## src/rtl/rrs_pkg.sv

```systemverilog
// Constants and carrier types for the receiver status readout.
// Assumes one core clock; every producer of these structs is on that clock.
package rrs_pkg;

   // Widths
   localparam int ADDR_W     = 6;
   localparam int DATA_W     = 8;
   localparam int STATE_W    = 5;
   localparam int FIFO_DEPTH = 64;
   localparam int CNT_W      = 7;
   localparam int N_EVT      = 6;

   // Register offsets
   localparam logic [ADDR_W-1:0] RADIO_STATE_ADDR   = 6'h35;
   localparam logic [ADDR_W-1:0] PACKET_STATUS_ADDR = 6'h38;
   localparam logic [ADDR_W-1:0] RX_FIFO_LEVEL_ADDR = 6'h3b;
   localparam logic [ADDR_W-1:0] IRQ_STATUS_ADDR    = 6'h3c;
   localparam logic [ADDR_W-1:0] IRQ_MASK_ADDR      = 6'h3d;

   // State codes reported in radio_state
   localparam logic [STATE_W-1:0] SC_SLEEP            = 5'h00;
   localparam logic [STATE_W-1:0] SC_IDLE             = 5'h01;
   localparam logic [STATE_W-1:0] SC_CRYSTAL_OFF      = 5'h02;
   localparam logic [STATE_W-1:0] SC_MANUAL_CAL_OSC   = 5'h03;
   localparam logic [STATE_W-1:0] SC_MANUAL_CAL_REG   = 5'h04;
   localparam logic [STATE_W-1:0] SC_MANUAL_CAL       = 5'h05;
   localparam logic [STATE_W-1:0] SC_SYNTH_WAKE_OSC   = 5'h06;
   localparam logic [STATE_W-1:0] SC_SYNTH_WAKE_REG   = 5'h07;
   localparam logic [STATE_W-1:0] SC_CAL_BEGIN        = 5'h08;
   localparam logic [STATE_W-1:0] SC_BANDWIDTH_BOOST  = 5'h09;
   localparam logic [STATE_W-1:0] SC_SYNTH_LOCK       = 5'h0a;
   localparam logic [STATE_W-1:0] SC_IF_CONVERTER_ON  = 5'h0b;
   localparam logic [STATE_W-1:0] SC_CAL_FINISH       = 5'h0c;
   localparam logic [STATE_W-1:0] SC_RX               = 5'h0d;
   localparam logic [STATE_W-1:0] SC_RX_END           = 5'h0e;
   localparam logic [STATE_W-1:0] SC_RX_RESTART       = 5'h0f;
   localparam logic [STATE_W-1:0] SC_RSVD_A           = 5'h10;
   localparam logic [STATE_W-1:0] SC_RX_OVERRUN       = 5'h11;
   localparam logic [STATE_W-1:0] SC_RSVD_B           = 5'h12;

   // packet_status fields
   localparam int PS_CRC_OK_BIT  = 7;
   localparam int PS_CARRIER_BIT = 6;
   localparam int PS_FRAME_BIT   = 3;
   localparam int PS_GP_TWO_BIT  = 2;
   localparam int PS_GP_ZERO_BIT = 0;

   // rx_fifo_level fields
   localparam int RL_OVERRUN_BIT = 7;

   // Interrupt status / mask bit positions
   localparam int EV_CRC_OK   = 0;
   localparam int EV_SYNC     = 1;
   localparam int EV_PKT_END  = 2;
   localparam int EV_DISCARD  = 3;
   localparam int EV_OVERRUN  = 4;
   localparam int EV_CARRIER  = 5;

   // Reset values
   localparam logic [DATA_W-1:0]  RD_DATA_RST = 8'h00;
   localparam logic [STATE_W-1:0] CODE_RST    = 5'h00;
   localparam logic [N_EVT-1:0]   MASK_RST    = 6'h00;
   localparam logic [N_EVT-1:0]   STATUS_RST  = 6'h00;
   localparam logic [CNT_W-1:0]   COUNT_RST   = 7'h00;

   typedef struct packed {
      logic [ADDR_W-1:0] addr;
      logic [DATA_W-1:0] wdata;
      logic              wr;
      logic              rd;
   } rrs_reg_req_t;

   typedef struct packed {
      logic crc_done;
      logic crc_match;
      logic carrier;
      logic sync_found;
      logic packet_end;
      logic packet_discard;
   } rrs_rx_evt_t;

   typedef struct packed {
      logic push;
      logic pop;
      logic flush;
   } rrs_fifo_req_t;

   typedef struct packed {
      logic two_pin;
      logic two_invert;
      logic zero_pin;
      logic zero_invert;
   } rrs_gp_lvl_t;

endpackage

```

## src/rtl/rrs_fifo_level.sv

```systemverilog
// Fill level and overrun tracking of the receive FIFO.
// Assumes push, pop and flush come from the FIFO logic on the same clock.
module rrs_fifo_level #(
   parameter int DEPTH = 64,
   parameter int CW    = 7
) (
   input  wire logic              i_core_clk,
   input  wire logic              i_rst,
   input  wire rrs_pkg::rrs_fifo_req_t i_req,
   output logic      [CW-1:0]     o_count,
   output logic                   o_overrun,
   output logic                   o_overrun_evt
);
   import rrs_pkg::*;

   localparam logic [CW-1:0] FULL = CW'(DEPTH);

   typedef struct packed {
      logic [CW-1:0] count;
      logic          overrun;
      logic          evt;
   } rrs_fl_st_t;

   rrs_fl_st_t st;
   rrs_fl_st_t next_st;
   logic       take;
   logic       give;

   always_comb begin
      next_st = st;
      next_st.evt = 1'b0;
      // After an overrun nothing more is taken until a flush
      take = i_req.push && !st.overrun && (st.count != FULL || i_req.pop);
      give = i_req.pop && st.count != '0;
      if (i_req.flush) begin
         next_st.count   = '0;
         next_st.overrun = 1'b0;
      end else begin
         if (take && !give) begin
            next_st.count = st.count + CW'(1);
         end else if (give && !take) begin
            next_st.count = st.count - CW'(1);
         end
         if (i_req.push && !st.overrun && st.count == FULL && !i_req.pop) begin
            next_st.overrun = 1'b1;
            next_st.evt     = 1'b1;
         end
      end
   end

   always_ff @(posedge i_core_clk or posedge i_rst) begin
      if (i_rst) begin
         st <= '{count: CW'(COUNT_RST), overrun: 1'b0, evt: 1'b0};
      end else begin
         st <= next_st;
      end
   end

   assign o_count       = st.count;
   assign o_overrun     = st.overrun;
   assign o_overrun_evt = st.evt;
endmodule

```

## src/rtl/rrs_flag_bank.sv

```systemverilog
// Sticky event flags with write-one-to-clear, a mask and a level interrupt.
// Assumes set and clear strobes come from logic on the same clock.
module rrs_flag_bank #(
   parameter int N = 6
) (
   input  wire logic         i_core_clk,
   input  wire logic         i_rst,
   input  wire logic [N-1:0] i_set,
   input  wire logic         i_clr_wr,
   input  wire logic [N-1:0] i_clr_bits,
   input  wire logic         i_mask_wr,
   input  wire logic [N-1:0] i_mask_bits,
   output logic      [N-1:0] o_status,
   output logic      [N-1:0] o_mask,
   output logic              o_irq
);
   import rrs_pkg::*;

   typedef struct packed {
      logic [N-1:0] status;
      logic [N-1:0] mask;
      logic         irq;
   } rrs_fb_st_t;

   rrs_fb_st_t st;
   rrs_fb_st_t next_st;

   always_comb begin
      next_st = st;
      // A set in the clearing cycle survives
      if (i_clr_wr) begin
         next_st.status = st.status & ~i_clr_bits;
      end
      next_st.status = next_st.status | i_set;
      if (i_mask_wr) begin
         next_st.mask = i_mask_bits;
      end
      next_st.irq = |(next_st.status & next_st.mask);
   end

   always_ff @(posedge i_core_clk or posedge i_rst) begin
      if (i_rst) begin
         st <= '{status: N'(STATUS_RST), mask: N'(MASK_RST), irq: 1'b0};
      end else begin
         st <= next_st;
      end
   end

   assign o_status = st.status;
   assign o_mask   = st.mask;
   assign o_irq    = st.irq;
endmodule

```

## src/rtl/rrs_status.sv

```systemverilog
// Status readout of the packet receiver: radio state, packet flags, FIFO
// level, plus sticky event flags with mask and one interrupt line.
// Assumes every input comes from logic on i_core_clk; the register port
// is a plain strobe port with read data one cycle after the read strobe.
module rrs_status #(
   parameter int FIFO_DEPTH = rrs_pkg::FIFO_DEPTH
) (
   input  wire logic                          i_core_clk,
   input  wire logic                          i_rst,
   input  wire rrs_pkg::rrs_reg_req_t         i_reg,
   input  wire logic [rrs_pkg::STATE_W-1:0]   i_state_code,
   input  wire rrs_pkg::rrs_rx_evt_t          i_rx_evt,
   input  wire rrs_pkg::rrs_fifo_req_t        i_fifo,
   input  wire rrs_pkg::rrs_gp_lvl_t          i_gp,
   output logic      [rrs_pkg::DATA_W-1:0]    o_rd_data,
   output logic                               o_irq
);
   import rrs_pkg::*;

   typedef struct packed {
      logic [DATA_W-1:0]  rd_data;
      logic [STATE_W-1:0] prev_code;
      logic               crc_ok;
      logic               carrier;
      logic               frame;
   } rrs_top_st_t;

   rrs_top_st_t st;
   rrs_top_st_t next_st;

   logic [CNT_W-1:0] fifo_count;
   logic             fifo_overrun;
   logic             overrun_evt;
   logic [N_EVT-1:0] evt_set;
   logic [N_EVT-1:0] irq_status;
   logic [N_EVT-1:0] irq_mask;
   logic             irq_flag;
   logic             status_clr_wr;
   logic             mask_wr;
   logic             gp_two_raw;
   logic             gp_zero_raw;
   logic             rx_entry;
   logic             idle_entry;
   logic             in_overrun;
   logic [DATA_W-1:0] state_word;
   logic [DATA_W-1:0] pkt_word;
   logic [DATA_W-1:0] level_word;

   // True for the codes in which receive mode is (re)started
   function automatic logic is_rx_start(input logic [STATE_W-1:0] code);
      return code == SC_RX || code == SC_RX_RESTART;
   endfunction

   // Codes the state machine may legally report
   function automatic logic is_legal_code(input logic [STATE_W-1:0] code);
      logic ok;
      ok = 1'b0;
      unique case (code)
         SC_SLEEP, SC_IDLE, SC_CRYSTAL_OFF: ok = 1'b1;
         SC_MANUAL_CAL_OSC, SC_MANUAL_CAL_REG, SC_MANUAL_CAL: ok = 1'b1;
         SC_SYNTH_WAKE_OSC, SC_SYNTH_WAKE_REG: ok = 1'b1;
         SC_CAL_BEGIN, SC_CAL_FINISH: ok = 1'b1;
         SC_BANDWIDTH_BOOST, SC_SYNTH_LOCK, SC_IF_CONVERTER_ON: ok = 1'b1;
         SC_RX, SC_RX_END, SC_RX_RESTART: ok = 1'b1;
         SC_RX_OVERRUN: ok = 1'b1;
         default: ok = 1'b0;
      endcase
      return ok;
   endfunction

   // Event flags and interrupt line
   rrs_flag_bank #(
      .N (N_EVT)
   ) u_flags (
      .i_core_clk  (i_core_clk),
      .i_rst       (i_rst),
      .i_set       (evt_set),
      .i_clr_wr    (status_clr_wr),
      .i_clr_bits  (i_reg.wdata[N_EVT-1:0]),
      .i_mask_wr   (mask_wr),
      .i_mask_bits (i_reg.wdata[N_EVT-1:0]),
      .o_status    (irq_status),
      .o_mask      (irq_mask),
      .o_irq       (irq_flag)
   );

   // Receive FIFO fill level
   rrs_fifo_level #(
      .DEPTH (FIFO_DEPTH),
      .CW    (CNT_W)
   ) u_level (
      .i_core_clk    (i_core_clk),
      .i_rst         (i_rst),
      .i_req         (i_fifo),
      .o_count       (fifo_count),
      .o_overrun     (fifo_overrun),
      .o_overrun_evt (overrun_evt)
   );

   // Writes reach only the interrupt registers; status words are read-only
   assign status_clr_wr = i_reg.wr && i_reg.addr == IRQ_STATUS_ADDR;
   assign mask_wr       = i_reg.wr && i_reg.addr == IRQ_MASK_ADDR;

   // Undo the programmed inversion to get the level before the pin driver
   assign gp_two_raw  = i_gp.two_pin ^ i_gp.two_invert;
   assign gp_zero_raw = i_gp.zero_pin ^ i_gp.zero_invert;

   // Mode transitions seen on the state code
   assign rx_entry   = is_rx_start(i_state_code)
                       && (i_state_code != st.prev_code);
   assign idle_entry = i_state_code == SC_IDLE
                       && st.prev_code != SC_IDLE;
   assign in_overrun = i_state_code == SC_RX_OVERRUN;

   always_comb begin
      evt_set = '0;
      evt_set[EV_CRC_OK]  = i_rx_evt.crc_done && i_rx_evt.crc_match;
      evt_set[EV_SYNC]    = i_rx_evt.sync_found;
      evt_set[EV_PKT_END] = i_rx_evt.packet_end;
      evt_set[EV_DISCARD] = i_rx_evt.packet_discard;
      evt_set[EV_OVERRUN] = overrun_evt;
      evt_set[EV_CARRIER] = next_st.carrier && !st.carrier;
   end

   // Assembled read words
   always_comb begin
      state_word = '0;
      // Codes pass through unchanged, reserved ones included
      state_word[STATE_W-1:0] = i_state_code;
   end

   always_comb begin
      pkt_word = '0;
      pkt_word[PS_CRC_OK_BIT]  = st.crc_ok;
      pkt_word[PS_CARRIER_BIT] = st.carrier;
      pkt_word[PS_FRAME_BIT]   = st.frame;
      pkt_word[PS_GP_TWO_BIT]  = gp_two_raw;
      pkt_word[PS_GP_ZERO_BIT] = gp_zero_raw;
   end

   always_comb begin
      level_word = '0;
      level_word[CNT_W-1:0]      = fifo_count;
      level_word[RL_OVERRUN_BIT] = fifo_overrun;
   end

   always_comb begin
      next_st = st;
      next_st.prev_code = i_state_code;

      // CRC result; a fresh comparison beats the mode-entry clear
      if (i_rx_evt.crc_done) begin
         next_st.crc_ok = i_rx_evt.crc_match;
      end else if (rx_entry) begin
         next_st.crc_ok = 1'b0;
      end

      // Carrier sense follows the detector and is held clear in idle
      if (idle_entry || i_state_code == SC_IDLE) begin
         next_st.carrier = 1'b0;
      end else begin
         next_st.carrier = i_rx_evt.carrier;
      end

      // Frame delimiter: ends on packet end, discard or overrun
      if (i_rx_evt.packet_end || i_rx_evt.packet_discard || in_overrun) begin
         next_st.frame = 1'b0;
      end
      if (i_rx_evt.sync_found && !in_overrun) begin
         next_st.frame = 1'b1;
      end

      // Read data stand for one cycle only; reading changes no state
      next_st.rd_data = '0;
      if (i_reg.rd) begin
         unique case (i_reg.addr)
            RADIO_STATE_ADDR:   next_st.rd_data = state_word;
            PACKET_STATUS_ADDR: next_st.rd_data = pkt_word;
            RX_FIFO_LEVEL_ADDR: next_st.rd_data = level_word;
            IRQ_STATUS_ADDR: begin
               next_st.rd_data[N_EVT-1:0] = irq_status;
            end
            IRQ_MASK_ADDR: begin
               next_st.rd_data[N_EVT-1:0] = irq_mask;
            end
            default: next_st.rd_data = '0;
         endcase
      end
   end

   always_ff @(posedge i_core_clk or posedge i_rst) begin
      if (i_rst) begin
         st <= '{rd_data:   RD_DATA_RST,
                 prev_code: CODE_RST,
                 crc_ok:    1'b0,
                 carrier:   1'b0,
                 frame:     1'b0};
      end else begin
         st <= next_st;
      end
   end

   // Illegal codes are passed on as they come; this flag is kept for debug
   logic code_legal;
   assign code_legal = is_legal_code(i_state_code);

   assign o_rd_data = st.rd_data;
   assign o_irq     = irq_flag;
endmodule

```

## config.mk

```make
export PLATFORM = sky130hd
export DESIGN_NAME = rrs_status
export DESIGN_NICKNAME = d
export VERILOG_FILES = /design/src/rtl/rrs_pkg.sv /design/src/rtl/rrs_fifo_level.sv /design/src/rtl/rrs_flag_bank.sv /design/src/rtl/rrs_status.sv
export SDC_FILE = /design/constraint.sdc
export NUM_CORES = 1
export LEC_CHECK = 0
export BUFFER_PORTS_ARGS = -buffer_cell sky130_fd_sc_hd__buf_2
export CORE_MARGIN = 4
export CORE_UTILIZATION = 55
export CTS_BUF_LIST = sky130_fd_sc_hd__clkbuf_4 sky130_fd_sc_hd__clkbuf_8 sky130_fd_sc_hd__clkbuf_16
export CTS_CLUSTER_DIAMETER = 40
export DETAILED_ROUTE_END_ITERATION = 7
export MAX_ROUTING_LAYER = met4
export PLACE_DENSITY = 0.92
export SYNTH_ARGS = -nofsm -noshare
export SYNTH_HDL_FRONTEND = slang
export SYNTH_SLANG_ARGS = --single-unit
export TNS_END_PERCENT = 1
```

## constraint.sdc

```tcl
create_clock -name i_core_clk -period 5.4 [get_ports i_core_clk]
set_input_delay 0.54 -clock i_core_clk [delete_from_list [all_inputs] [get_ports i_core_clk]]
set_output_delay 0.54 -clock i_core_clk [all_outputs]
set_load 0.02 [all_outputs]
```

# Word-level counts from Yosys, hierarchy flattened
# Cells that the tools add are included.
# word_totals
regBits	38
latch_bits	0
mem_bits_rw	0
rom_bits	0
inputBits	36
output_inout_bits	9
word_cells	78
memories	0
# op_classes
addsub	2
mul	0
n_div	0
order_cmp	0
n_eq_ne	13
n_shift	0
mux	15
bitwise_logic	6
reduce_logical	31
# op_table
op	n
$eq A6 B6 Y1 const B	5
$pmux W6 S5	1
$mux W8	2
$logic_and A1 B1 Y1	14
$mux W7	2
$and A6 B6 Y6	2
$mux W6	2
$eq A5 B4 Y1 const B	2
$add A7 B1 Y7 const B	1
$eq A7 B7 Y1 const B	1
$ne A7 B7 Y1 const B	1
$reduce_bool A7 Y1	1
$sub A7 B1 Y7 const B	1
$logic_not A1 Y1	6
$mux W1	6
$not A6 Y6	1
$or A6 B6 Y6	1
$reduce_bool A2 Y1	3
$reduce_or A6 Y1	1
$eq A5 B1 Y1 const B	1
$eq A5 B5 Y1 const B	1
$logic_or A1 B1 Y1	5
$ne A5 B1 Y1 const B	1
$ne A5 B5 Y1	1
other kinds (4)	5

# Depth between registers and ports, before layout
# Gate-level depths: netlist (run 1).
# logic_depth
word_depth	8
depth_mapped	11
ltp_nobuf	11

# Cells and area by module
# A second synthesis (run 1) with hierarchy kept.
# hier_totals
cells_unflattened	194
area_unflattened_um2	2113.3
# modules_own_cells
module	instances	cells_each	area_each_um2	seq_area_each_um2
rrs_status	1	87	894.6	400.4
rrs_fifo_level	1	70	678.2	225.2
rrs_flag_bank	1	37	540.5	325.3

# Worst setup path before layout (run 1)
# No wires, ideal clock.
# synth_timing
path_type	register to register
from	reg u_level.st (netlist bit u_level.o_count[2])
to	reg u_level.st (netlist bit u_level.o_count[6])
setup_time_ns	0.121
arrival_ns	2.444
t_required_ns	5.279
path_slack_ns	2.835
path_stages_with_launch	12
n_path_buf	0
synth_period_minus_slack_ns	2.565
path_cell_list	dfrtp_1 nor4_1 nand3_1 mux2_2 inv_1 ha_1 nor2b_1 o31ai_1 a21oi_1 xnor2_1 o21bai_1 a22o_1
# synth_via
elab_chain_len	6
word_cells_on_any_way	15
classes_between	add/sub (2); eq/ne (1); mux (3); reduce/logical (9)
# synth_rtl
element	line_no	text
start, declared	rrs_fifo_level.sv:24	rrs_fl_st_t st;
start signal, assigned	rrs_fifo_level.sv:53	st <= '{count: CW'(COUNT_RST), overrun: 1'b0, evt: 1'b0};
start signal, assigned	rrs_fifo_level.sv:55	st <= next_st;
parallel branches: the longest is 6 deep, another holds $sub A7 B1 Y7	-	
# Several ways; the timed one is not identified. The select of a mux whose other input is x is not followed.
# A chain may end at the register's enable or synchronous reset.

# Worst setup path after layout (run 1)
# Ends and elaborated chain as after synthesis.

==> results of run 1 <==
## worst max-delay path, stage by stage, from the launching register on
cell      delay, ns
dfrtp_1        0.45
nor4_1         0.31
nand3_1        0.18
mux2_2         0.36
inv_1          0.19
ha_1           0.29
nor2b_1        0.17
o31ai_1        0.27
a21oi_1        0.14
xnor2_1        0.20
o21bai_1       0.08
a22o_1         0.19
## worst paths after layout
kind | startpoint | endpoint | slack, ns | cells after the start
worst max-delay path | u_level.o_count[2]$_DFFE_PP0P_ | u_level.o_count[6]$_DFFE_PP0P_ | 2.46 | 11
worst min register to register | u_level.o_overrun_evt$_DFF_PP0_ | u_flags.o_status[4]$_DFF_PP0_ | 0.48 | 1
min in group i_core_clk | i_state_code[2] | st[5]$_DFF_PP0_ | 0.34 | 1
worst max register to register | u_level.o_count[2]$_DFFE_PP0P_ | u_level.o_count[6]$_DFFE_PP0P_ | 2.46 | 11
max in group asynchronous | i_rst | u_flags.o_status[2]$_DFF_PP0_ | 4.78 | 3
worst min-delay path | i_rst | st[3]$_DFF_PP0_ | 0.28 | 3
## per-stage QoR
| stage | cell area [um2] | setup WS [ns] |
|---|---|---|
| finish | 2240 | 2.46 |
| global route | 2240 | 2.21 |
| CTS | 2240 | 2.48 |
| detailed placement | 2160 | 2.53 |
| global placement | 2160 | 2.54 |
| floorplan | 1970 | 2.83 |
## layout by cell type, fill, tap and decap left out, types with 2 or more instances in the layout
master    Yosys  routed
and4b_1       2       2
dfrtp_1      38      38
a31oi_1       3       3
buf_2         2      42
clkbuf_4      0       7
nand2b_1      2       2
xor2_1        3       3
o21ai_0       3       3
o31ai_1       3       3
a22oi_1       7       7
nor2b_1       5       5
nand4_1       2       2
a21oi_1      11      11
ha_1          6       6
mux2_2        7       7
nor3_1        4       3
inv_1         9       9
nor2_1       13      13
nand2_1      20      20
xnor2_1       3       3
a21o_1        5       5
a22o_1        4       4
a222oi_1      5       5
nand3_1       5       5
## area by class of cell
class,instances,area share [%]
Clock inverter,1,1.34
Clock buffer,7,2.34
Timing Repair Buffer,43,9.70
Tap cell,46,2.57
Multi-Input combinational cell,129,40.2
Sequential cell,38,42.4
Inverter,9,1.51
## logic make-up (layout without fill, tap and decap cells)
group,after synthesis,after routing
xor gates and xnor gates,6,6
adders and majority gates,7,7
and+or+nand+nor,61,61
AOI/OAI and AO/OA,46,46
muxes,9,9
DFF,38,38
buffers and inverters,21,60
## power by group
part / total [uW] / switching [uW] / internal (uW) / leakage (uW)
Sequential: 361 / 38.4 / 323 / 0.000471
Combinational: 281 / 149 / 132 / 0.000567
Clock: 200 / 91.3 / 108 / 0.0000463
## per-layer routing
layer  up-vias  GRT usage [%]  wire length (um)
met1       757           27.7              1820
met2        69           30.3              2020
met3        17           4.49               344
met5         -              -                 0
li1        747              -                 -
met4         0           13.6               171
## flip-flops by register name, summed over array words and instances (netlist names)
name                   cells
u_flags.o_mask             6
u_level.o_count            7
o_rd_data                  8
u_flags.o_status           6
pkt_word                   3
u_flags.o_irq              1
u_level.o_overrun          1
st                         5
u_level.o_overrun_evt      1
==> results.md, run 1 <==
Run status:
- The run finished with clean final reports.

Timing:
- The total of endpoints with negative setup slack in the final report is 0.
- The final count of hold timing violations was 0.
- The final-layout setup total negative slack is 0 ns.
- Measured against its own limit, the worst slew margin works out to slightly above 50%.
- For this run, the top clock speed supported by timing is around 340 MHz.
- The routed design could run at a clock period as short as 2.94 ns.
- Setup repair after global routing left no endpoint under its margin.
- The actual transition at the worst max-transition pin is about 0.72 ns.
- The period utilization is a little over half.
- The total count of max-transition violations in the final report came to 0.
- The tightest hold path in the finished design has a slack of roughly 0.28 ns.
- The final clock skew is around 0.0070 ns.

Yosys:
- Summing the areas of all compound-gate instances in the mapped netlist gives between 15 and 20% of the synthesized area.
- Summed over its instances, the top area cell type makes up about half of the synthesized netlist area.
- The average size of a mapped cell is between 10 and 15 um2.
- In the synthesized netlist the dominant register cell turns out to be dfrtp_1.
- The largest family of logic cells by synthesized area is compound AO/OA/AOI/OAI gates.
- The fraction of synthesis flops using an asynchronous set or reset pin is between 90% and 100%.
- In the post-synthesis netlist, the biggest area contributors are dfrtp_1 (48%), mux2_2 (4.0%), ha_1 (3.8%), nand2_1 (3.8%), buf_4 (3.1%).
- Summing the areas of all xor and xnor instances in the mapped netlist gives under 10% of the synthesized area.
- The count of flip-flops with a built-in enable after synthesis is 0.
- The flip-flop and latch count after synthesis is 38.
- Summed over all instances, the cell type with the most area after synthesis is dfrtp_1.
- The number of distinct library cell variants in the gate-level netlist after synthesis is between 40 and 50.
- The most instantiated library cell after synthesis is dfrtp_1.
- The commonest cells after synthesis are dfrtp_1 (38), nand2_1 (20), nor2_1 (13), a21oi_1 (11), inv_1 (9).
- The mapped cell area is just under 2000 um2.
- When the netlist entered floorplanning its net count stood at around 230.
- The basic-gate share of the synthesized area counting and, or, nand and nor cells is about 16%.
- Sequential elements use between 40% and 50% of the synthesized area.
- The multiplexer share of the synthesized area is between 5 and 6%.
- After Yosys synthesis, full adders, half adders and majority gates account for under 10% of the synthesized area.
- Counting every instance in the synthesized netlist gives roughly 190.
- The number of warnings reported in the yosys synthesis log is 0.

Floorplanning:
- The number of placed I/O pins is between 40 and 50.
- The number of rows in the core area is 21.
- The die is around 68 um tall.
- The initial core utilization is slightly below 60%.
- The die covers 4590 um2.
- The horizontal die dimension is 67.8 um.
- The core region is 3390 um2.

Clock tree:
- The H-tree was split into 2 levels.
- The count of hold-fix buffers inserted at cts is 0.
- CTS placed an instance of clkbuf_4 at the clock tree root.
- Clock tree synthesis inserted a total of 5 buffers.
- The clock edge transition at the registers on the reported setup and hold paths is 0.11 ns.
- TritonCTS built the clock tree.
- The clock net in this run drives a total of 38 sinks.
- After clock tree synthesis, the setup repair step added 0 buffers.
- The number of buffers on the longest clock path is 2.
- The number of cells upsized or downsized after cts is 0.
- The later-pin clock latency in the skew report is around 0.34 ns.

Setup path:
- The critical path in this run is classified as reg2reg.
- The required time of the worst setup path is 5.63 ns.
- STA classifies the critical path startpoint as a register.
- The endpoint arrival time on the critical path is roughly 3.2 ns.
- Of all nets on the critical path, the largest fanout is 6.
- STA classifies the critical path endpoint as a register.

Global routing:
- The global-route total usage across every layer is 21.4%.
- The total overflow left after global routing is 0.
- The first global-routing pass estimated about 6.9 mm of wire.
- The number of antenna violations at the first check in global routing was 0.
- The number of global-route vias before repair is 1500.
- Entering global routing, the biggest net connects 39 pins.

Drt:
- The detailed router finished its first iteration with roughly 150 violations.
- The total routed wirelength is about 4.4 mm.
- For this run, design rule violations remaining after detail routing come to 0.
- Once detail routing completed, the nets flagged for antenna violations numbered 0.
- The average detailed-routed wire length per instance is ~16 um.
- The number of search-and-repair iterations in the first detailed-routing pass is 4.
- Dividing the detail-routed via count by the number of cells gives around 5.8.
- The vias after detailed routing is roughly 1600.

Placement:
- The final weighted congestion in routability-driven placement is between 0.8 and 0.9.
- After legalization and detailed placement, the total HPWL measured around 3.3 mm.
- The cell count after placement is 265.
- In this run the tool buffered the top-level ports with 42 buffer cells.

Finish:
- Compared with the post-synthesis result, the final layout area differs by 14.1%.
- The post-route core utilization is 66.2%.
- After the last flow step, the layout net total stands at 269.
- The antenna diode count is 0.
- The number of fillers in the final layout is roughly 260.
- The number of cells in the finished layout apart from fillers is between 200 and 300.
- In the final layout, the share of cells above drive strength 1 is roughly 28%.
- The combined area of the multi-input logic cells is approximately 900 um2.
- In the final layout, flip-flops and latches occupy between 900 and 1000 um2.

Pwr:
- IR analysis of the VDD net gives a maximum drop of around 0.25 mV.
- The total power divided by cell area is 375 nW/um2.
- The total power after layout is approximately 840 uW.
- In this run the static leakage power is 0.00108 uW.

Min path:
- The worst hold path belongs to the class in2async.

Run:
- Max-cap violations in this run came to 0.
No activity file was read; power rests on OpenSTA's default activity.
==> run 2, diff against run 1 <==
Settings changed: ABC_AREA from default to 1, PLACE_DENSITY 0.92 to 0.91.
Clock period 5.4 ns to 2.9 ns, I/O delays scaled along.
==> run 2 against run 1 <==
Largest power group unchanged. Synthesized cell count rose by 53%. Setup slack worse by 1.9 ns. Routed wire length up 19%. Clock skew increased by 0.0041 ns.
==> results.md, run 2 <==
Finish:
- The number of nets at the end of the flow is 371 (+38%).
- The area growth from synthesis to layout is 14.9%.
- The number of fillers in the final layout is 340 (+30%).
- The fraction of final layout cells with drive strength greater than 1 is 24.3% (-3.9 points).
- The flip-flop count of the largest register after layout is 8 (unchanged).
- The antenna diode count is 0 (unchanged).
- The most common library cell in the layout ignoring fill and taps is nand2_1.
- In the layout the commonest cells are nand2_1 (85), buf_2 (42), inv_1 (38), dfrtp_1 (38).

Clock tree:
- The CTS sink count is 38 (unchanged).
- The number of cells upsized or downsized after cts is 0 (unchanged).
- The CTS H-tree depth came to 2 (unchanged).
- TritonCTS built the clock tree.
- The tree is rooted in a clkbuf_8.
- The number of setup buffers added after CTS was 0 (unchanged).
- The later-pin clock latency in the skew report is 0.30 ns (-0.04 ns).
- The clock edge transition at the registers on the reported setup and hold paths was 0.08 ns (-0.03 ns).
- The number of buffers created by CTS is 5 (unchanged).
- The number of buffers on the longest clock path is 2 (unchanged).
- The count of hold-fix buffers inserted at cts is 0 (unchanged).

Timing:
- Setup repair after global routing left no endpoint under its margin.
- The shortest period the worst path allows came to 2.35 ns (-0.582 ns).
- The final-layout setup total negative slack came to 0 ns (unchanged).
- The maximum operating frequency came to 425 MHz (+25%).
- The final count of hold timing violations is 0 (unchanged).
- The worst slew margin relative to its limit was 61.3% (+9.7 points).
- The final clock skew was 0.0111 ns (+0.00411 ns).
- The total count of max-transition violations in the final report is 0 (unchanged).
- The worst-case hold slack is 0.0893 ns (-0.194 ns).
- The total of endpoints with negative setup slack in the final report is 0 (unchanged).
- The actual transition at the worst max-transition pin is 0.576 ns (-0.145 ns).
- The period utilization is 81.1% (+27 points).

Setup path:
- The required time of the worst setup path is 3.09 ns (-2.54 ns).
- The startpoint class of the critical path is a register.
- The largest fanout on the critical path was 11 (+5).
- The worst setup path category is reg2reg.
- The endpoint arrival time on the critical path is 2.54 ns (-0.63 ns).
- STA classifies the critical path endpoint as a register.

Yosys:
- The count of mapped cells out of synthesis came to 288 (+53%).
- The share of the synthesized area in the top cell type is 41.9% (-6.5 points).
- The leading area contributor after synthesis is dfrtp_1.
- The count of flip-flops with a built-in enable after synthesis was 0 (unchanged).
- The mapped cell area is 2270 um2 (+16%).
- The average size of a mapped cell was 7.89 um2 (-25%).
- The commonest cells after synthesis are nand2_1 (85), dfrtp_1 (38), inv_1 (38), nand3_1 (19), nor2_1 (19).
- The fraction of synthesis flops using an asynchronous set or reset pin is 100% (unchanged).
- The fraction of the yosys area taken by sequential cells is 41.9% (-6.5 points).
- Sorting the synthesized cells by area gives the leading types as dfrtp_1 (42%), nand2_1 (14%), inv_1 (6.3%), nand3_1 (4.2%), ha_1 (3.3%).
- The most instantiated library cell after synthesis is nand2_1.
- The flip-flop and latch count after synthesis came to 38 (unchanged).
- The number of warnings reported in the yosys synthesis log is 0 (unchanged).
- The total nets after synthesis is 331 (+43%).
- The number of distinct library cell variants in the gate-level netlist after synthesis came to 33 (-21%).
- The most used flip-flop cell after synthesis is dfrtp_1.

Drt:
- The number of antenna-violating nets in the routed design is 0 (unchanged).
- The vias after detailed routing is 2028 (+28%).
- The remaining routing DRC violations is 0 (unchanged).
- The number of search-and-repair iterations in the first detailed-routing pass was 4 (unchanged).
- The average detailed-routed wire length per instance is 13.7 um (-14%).
- The via-per-instance ratio was 5.35 (-8.1%).
- The total routed wirelength is 5.17 mm (+19%).
- The number of violations reported at the end of detailed-routing iteration 0 is 155 (+4.0%).

Min path:
- The tightest min-delay check is of the in2async type.

Floorplanning:
- The number of rows in the core area is 23 (+9.5%).
- The initial core utilization is 56.8% (-1.2 points).
- The number of placed I/O pins is 45 (unchanged).
- The vertical die dimension was 72.3 um (+6.6%).
- The horizontal die dimension is 72.3 um (+6.6%).
- The total core area is 4000 um2 (+18%).
- The die footprint is 5220 um2 (+14%).

Pwr:
- The total power divided by cell area is 723 nW/um2 (+93%).
- The static leakage power was 0.00138 uW (+27%).
- The maximum vdd drop came to 0.486 mV (+92%).

Global routing:
- The number of global-route vias before repair is 1970 (+31%).
- The global-route total usage across every layer is 21.9% (+0.56 points).
- The global-route wire length before repair is 8.54 mm (+23%).
- The largest net degree at the start of global routing is 39 (unchanged).
- The remaining global-route overflow is 0 (unchanged).
- The number of antenna violations at the first check in global routing was 0 (unchanged).

Placement:
- The final weighted congestion in routability-driven placement came to 0.875 (-0.74%).
- The post-detailed-placement half-perimeter wirelength is 3.91 mm (+19%).
- The count of input and output buffers is 42 (unchanged).

Run:
- The number of max-cap violations is 0 (unchanged).

Run status:
- The flow ran to the end, and the final reports show no timing, DRC or antenna violations.
==> run 2: cells by family after synthesis <==
| logic type | Yosys count | synth area share, % |
|---|---|---|
| buffers and inverters | 51 | 10.5 |
| DFF | 38 | 41.9 |
| adders and majority gates | 7 | 4.18 |
| and+or+nand+nor | 152 | 31.6 |
| xor gates and xnor gates | 6 | 2.31 |
| AOI/OAI and AO/OA | 34 | 9.58 |
==> run 2: path summary, 6_finish.rpt <==
path	startpoint	endpoint	slack (ns)	cells past startpoint
max	u_level.o_count[4]$_DFFE_PP0P_	u_level.o_count[6]$_DFFE_PP0P_	0.55	11
min	i_rst	u_flags.o_mask[0]$_DFF_PP0_	0.09	3
max reg2reg	u_level.o_count[4]$_DFFE_PP0P_	u_level.o_count[6]$_DFFE_PP0P_	0.55	11
min reg2reg	u_level.o_overrun_evt$_DFF_PP0_	u_flags.o_status[4]$_DFF_PP0_	0.47	2
max in group asynchronous	i_rst	u_level.o_count[0]$_DFFE_PP0P_	2.48	3
min in group i_core_clk	i_state_code[2]	st[5]$_DFF_PP0_	0.13	1
==> run 2: through the flow <==
step	setup WS [ns]	instance area (um2)	cells	util (%)	power [uW]
finish	0.547	2610	379	65.3	1890
global route	0.397	2610	379	65.3	2010
CTS	0.565	2610	379	65.3	1890
detailed placement	0.602	2470	371	61.8	1330
global placement	0.664	2470	371	61.8	1300
floorplan	0.846	2270	288	-	1170
==> run 2: power breakdown <==
group          leakage [uW]  switching, uW  internal, uW
Combinational      0.000848            418           254
Sequential         0.000462           76.2           598
Clock             0.0000683            197           344
Total               0.00138            691          1200
==> run 2: area by class of cell <==
type,count,area (um2),area share [%]
Clock buffer,5,68.8,2.64
Clock inverter,3,68.8,2.64
Inverter,41,159,6.09
Multi-Input combinational cell,199,1080,41.5
Sequential cell,38,951,36.4
Tap cell,50,62.6,2.40
Timing Repair Buffer,43,218,8.34
==> run 2: layer usage <==
metal | GRT usage [%] | share of wire (%)
met3 | 5.82 | 6.2
met1 | 26.7 | 42
met2 | 35.2 | 51
met4 | 7.72 | 1.5
met5 | - | 0
==> run 2: worst max-delay path, cell delays in order (launching register included) <==
cell and delay [ns]:
dfrtp_1 0.45, nor2_1 0.17, nand2_1 0.10, o21ai_2 0.23, nand2_4 0.16, ha_1 0.33
a21oi_1 0.24, o21ai_0 0.12, a21oi_1 0.16, nand3_1 0.10, nand3_1 0.11, nand2_1 0.06
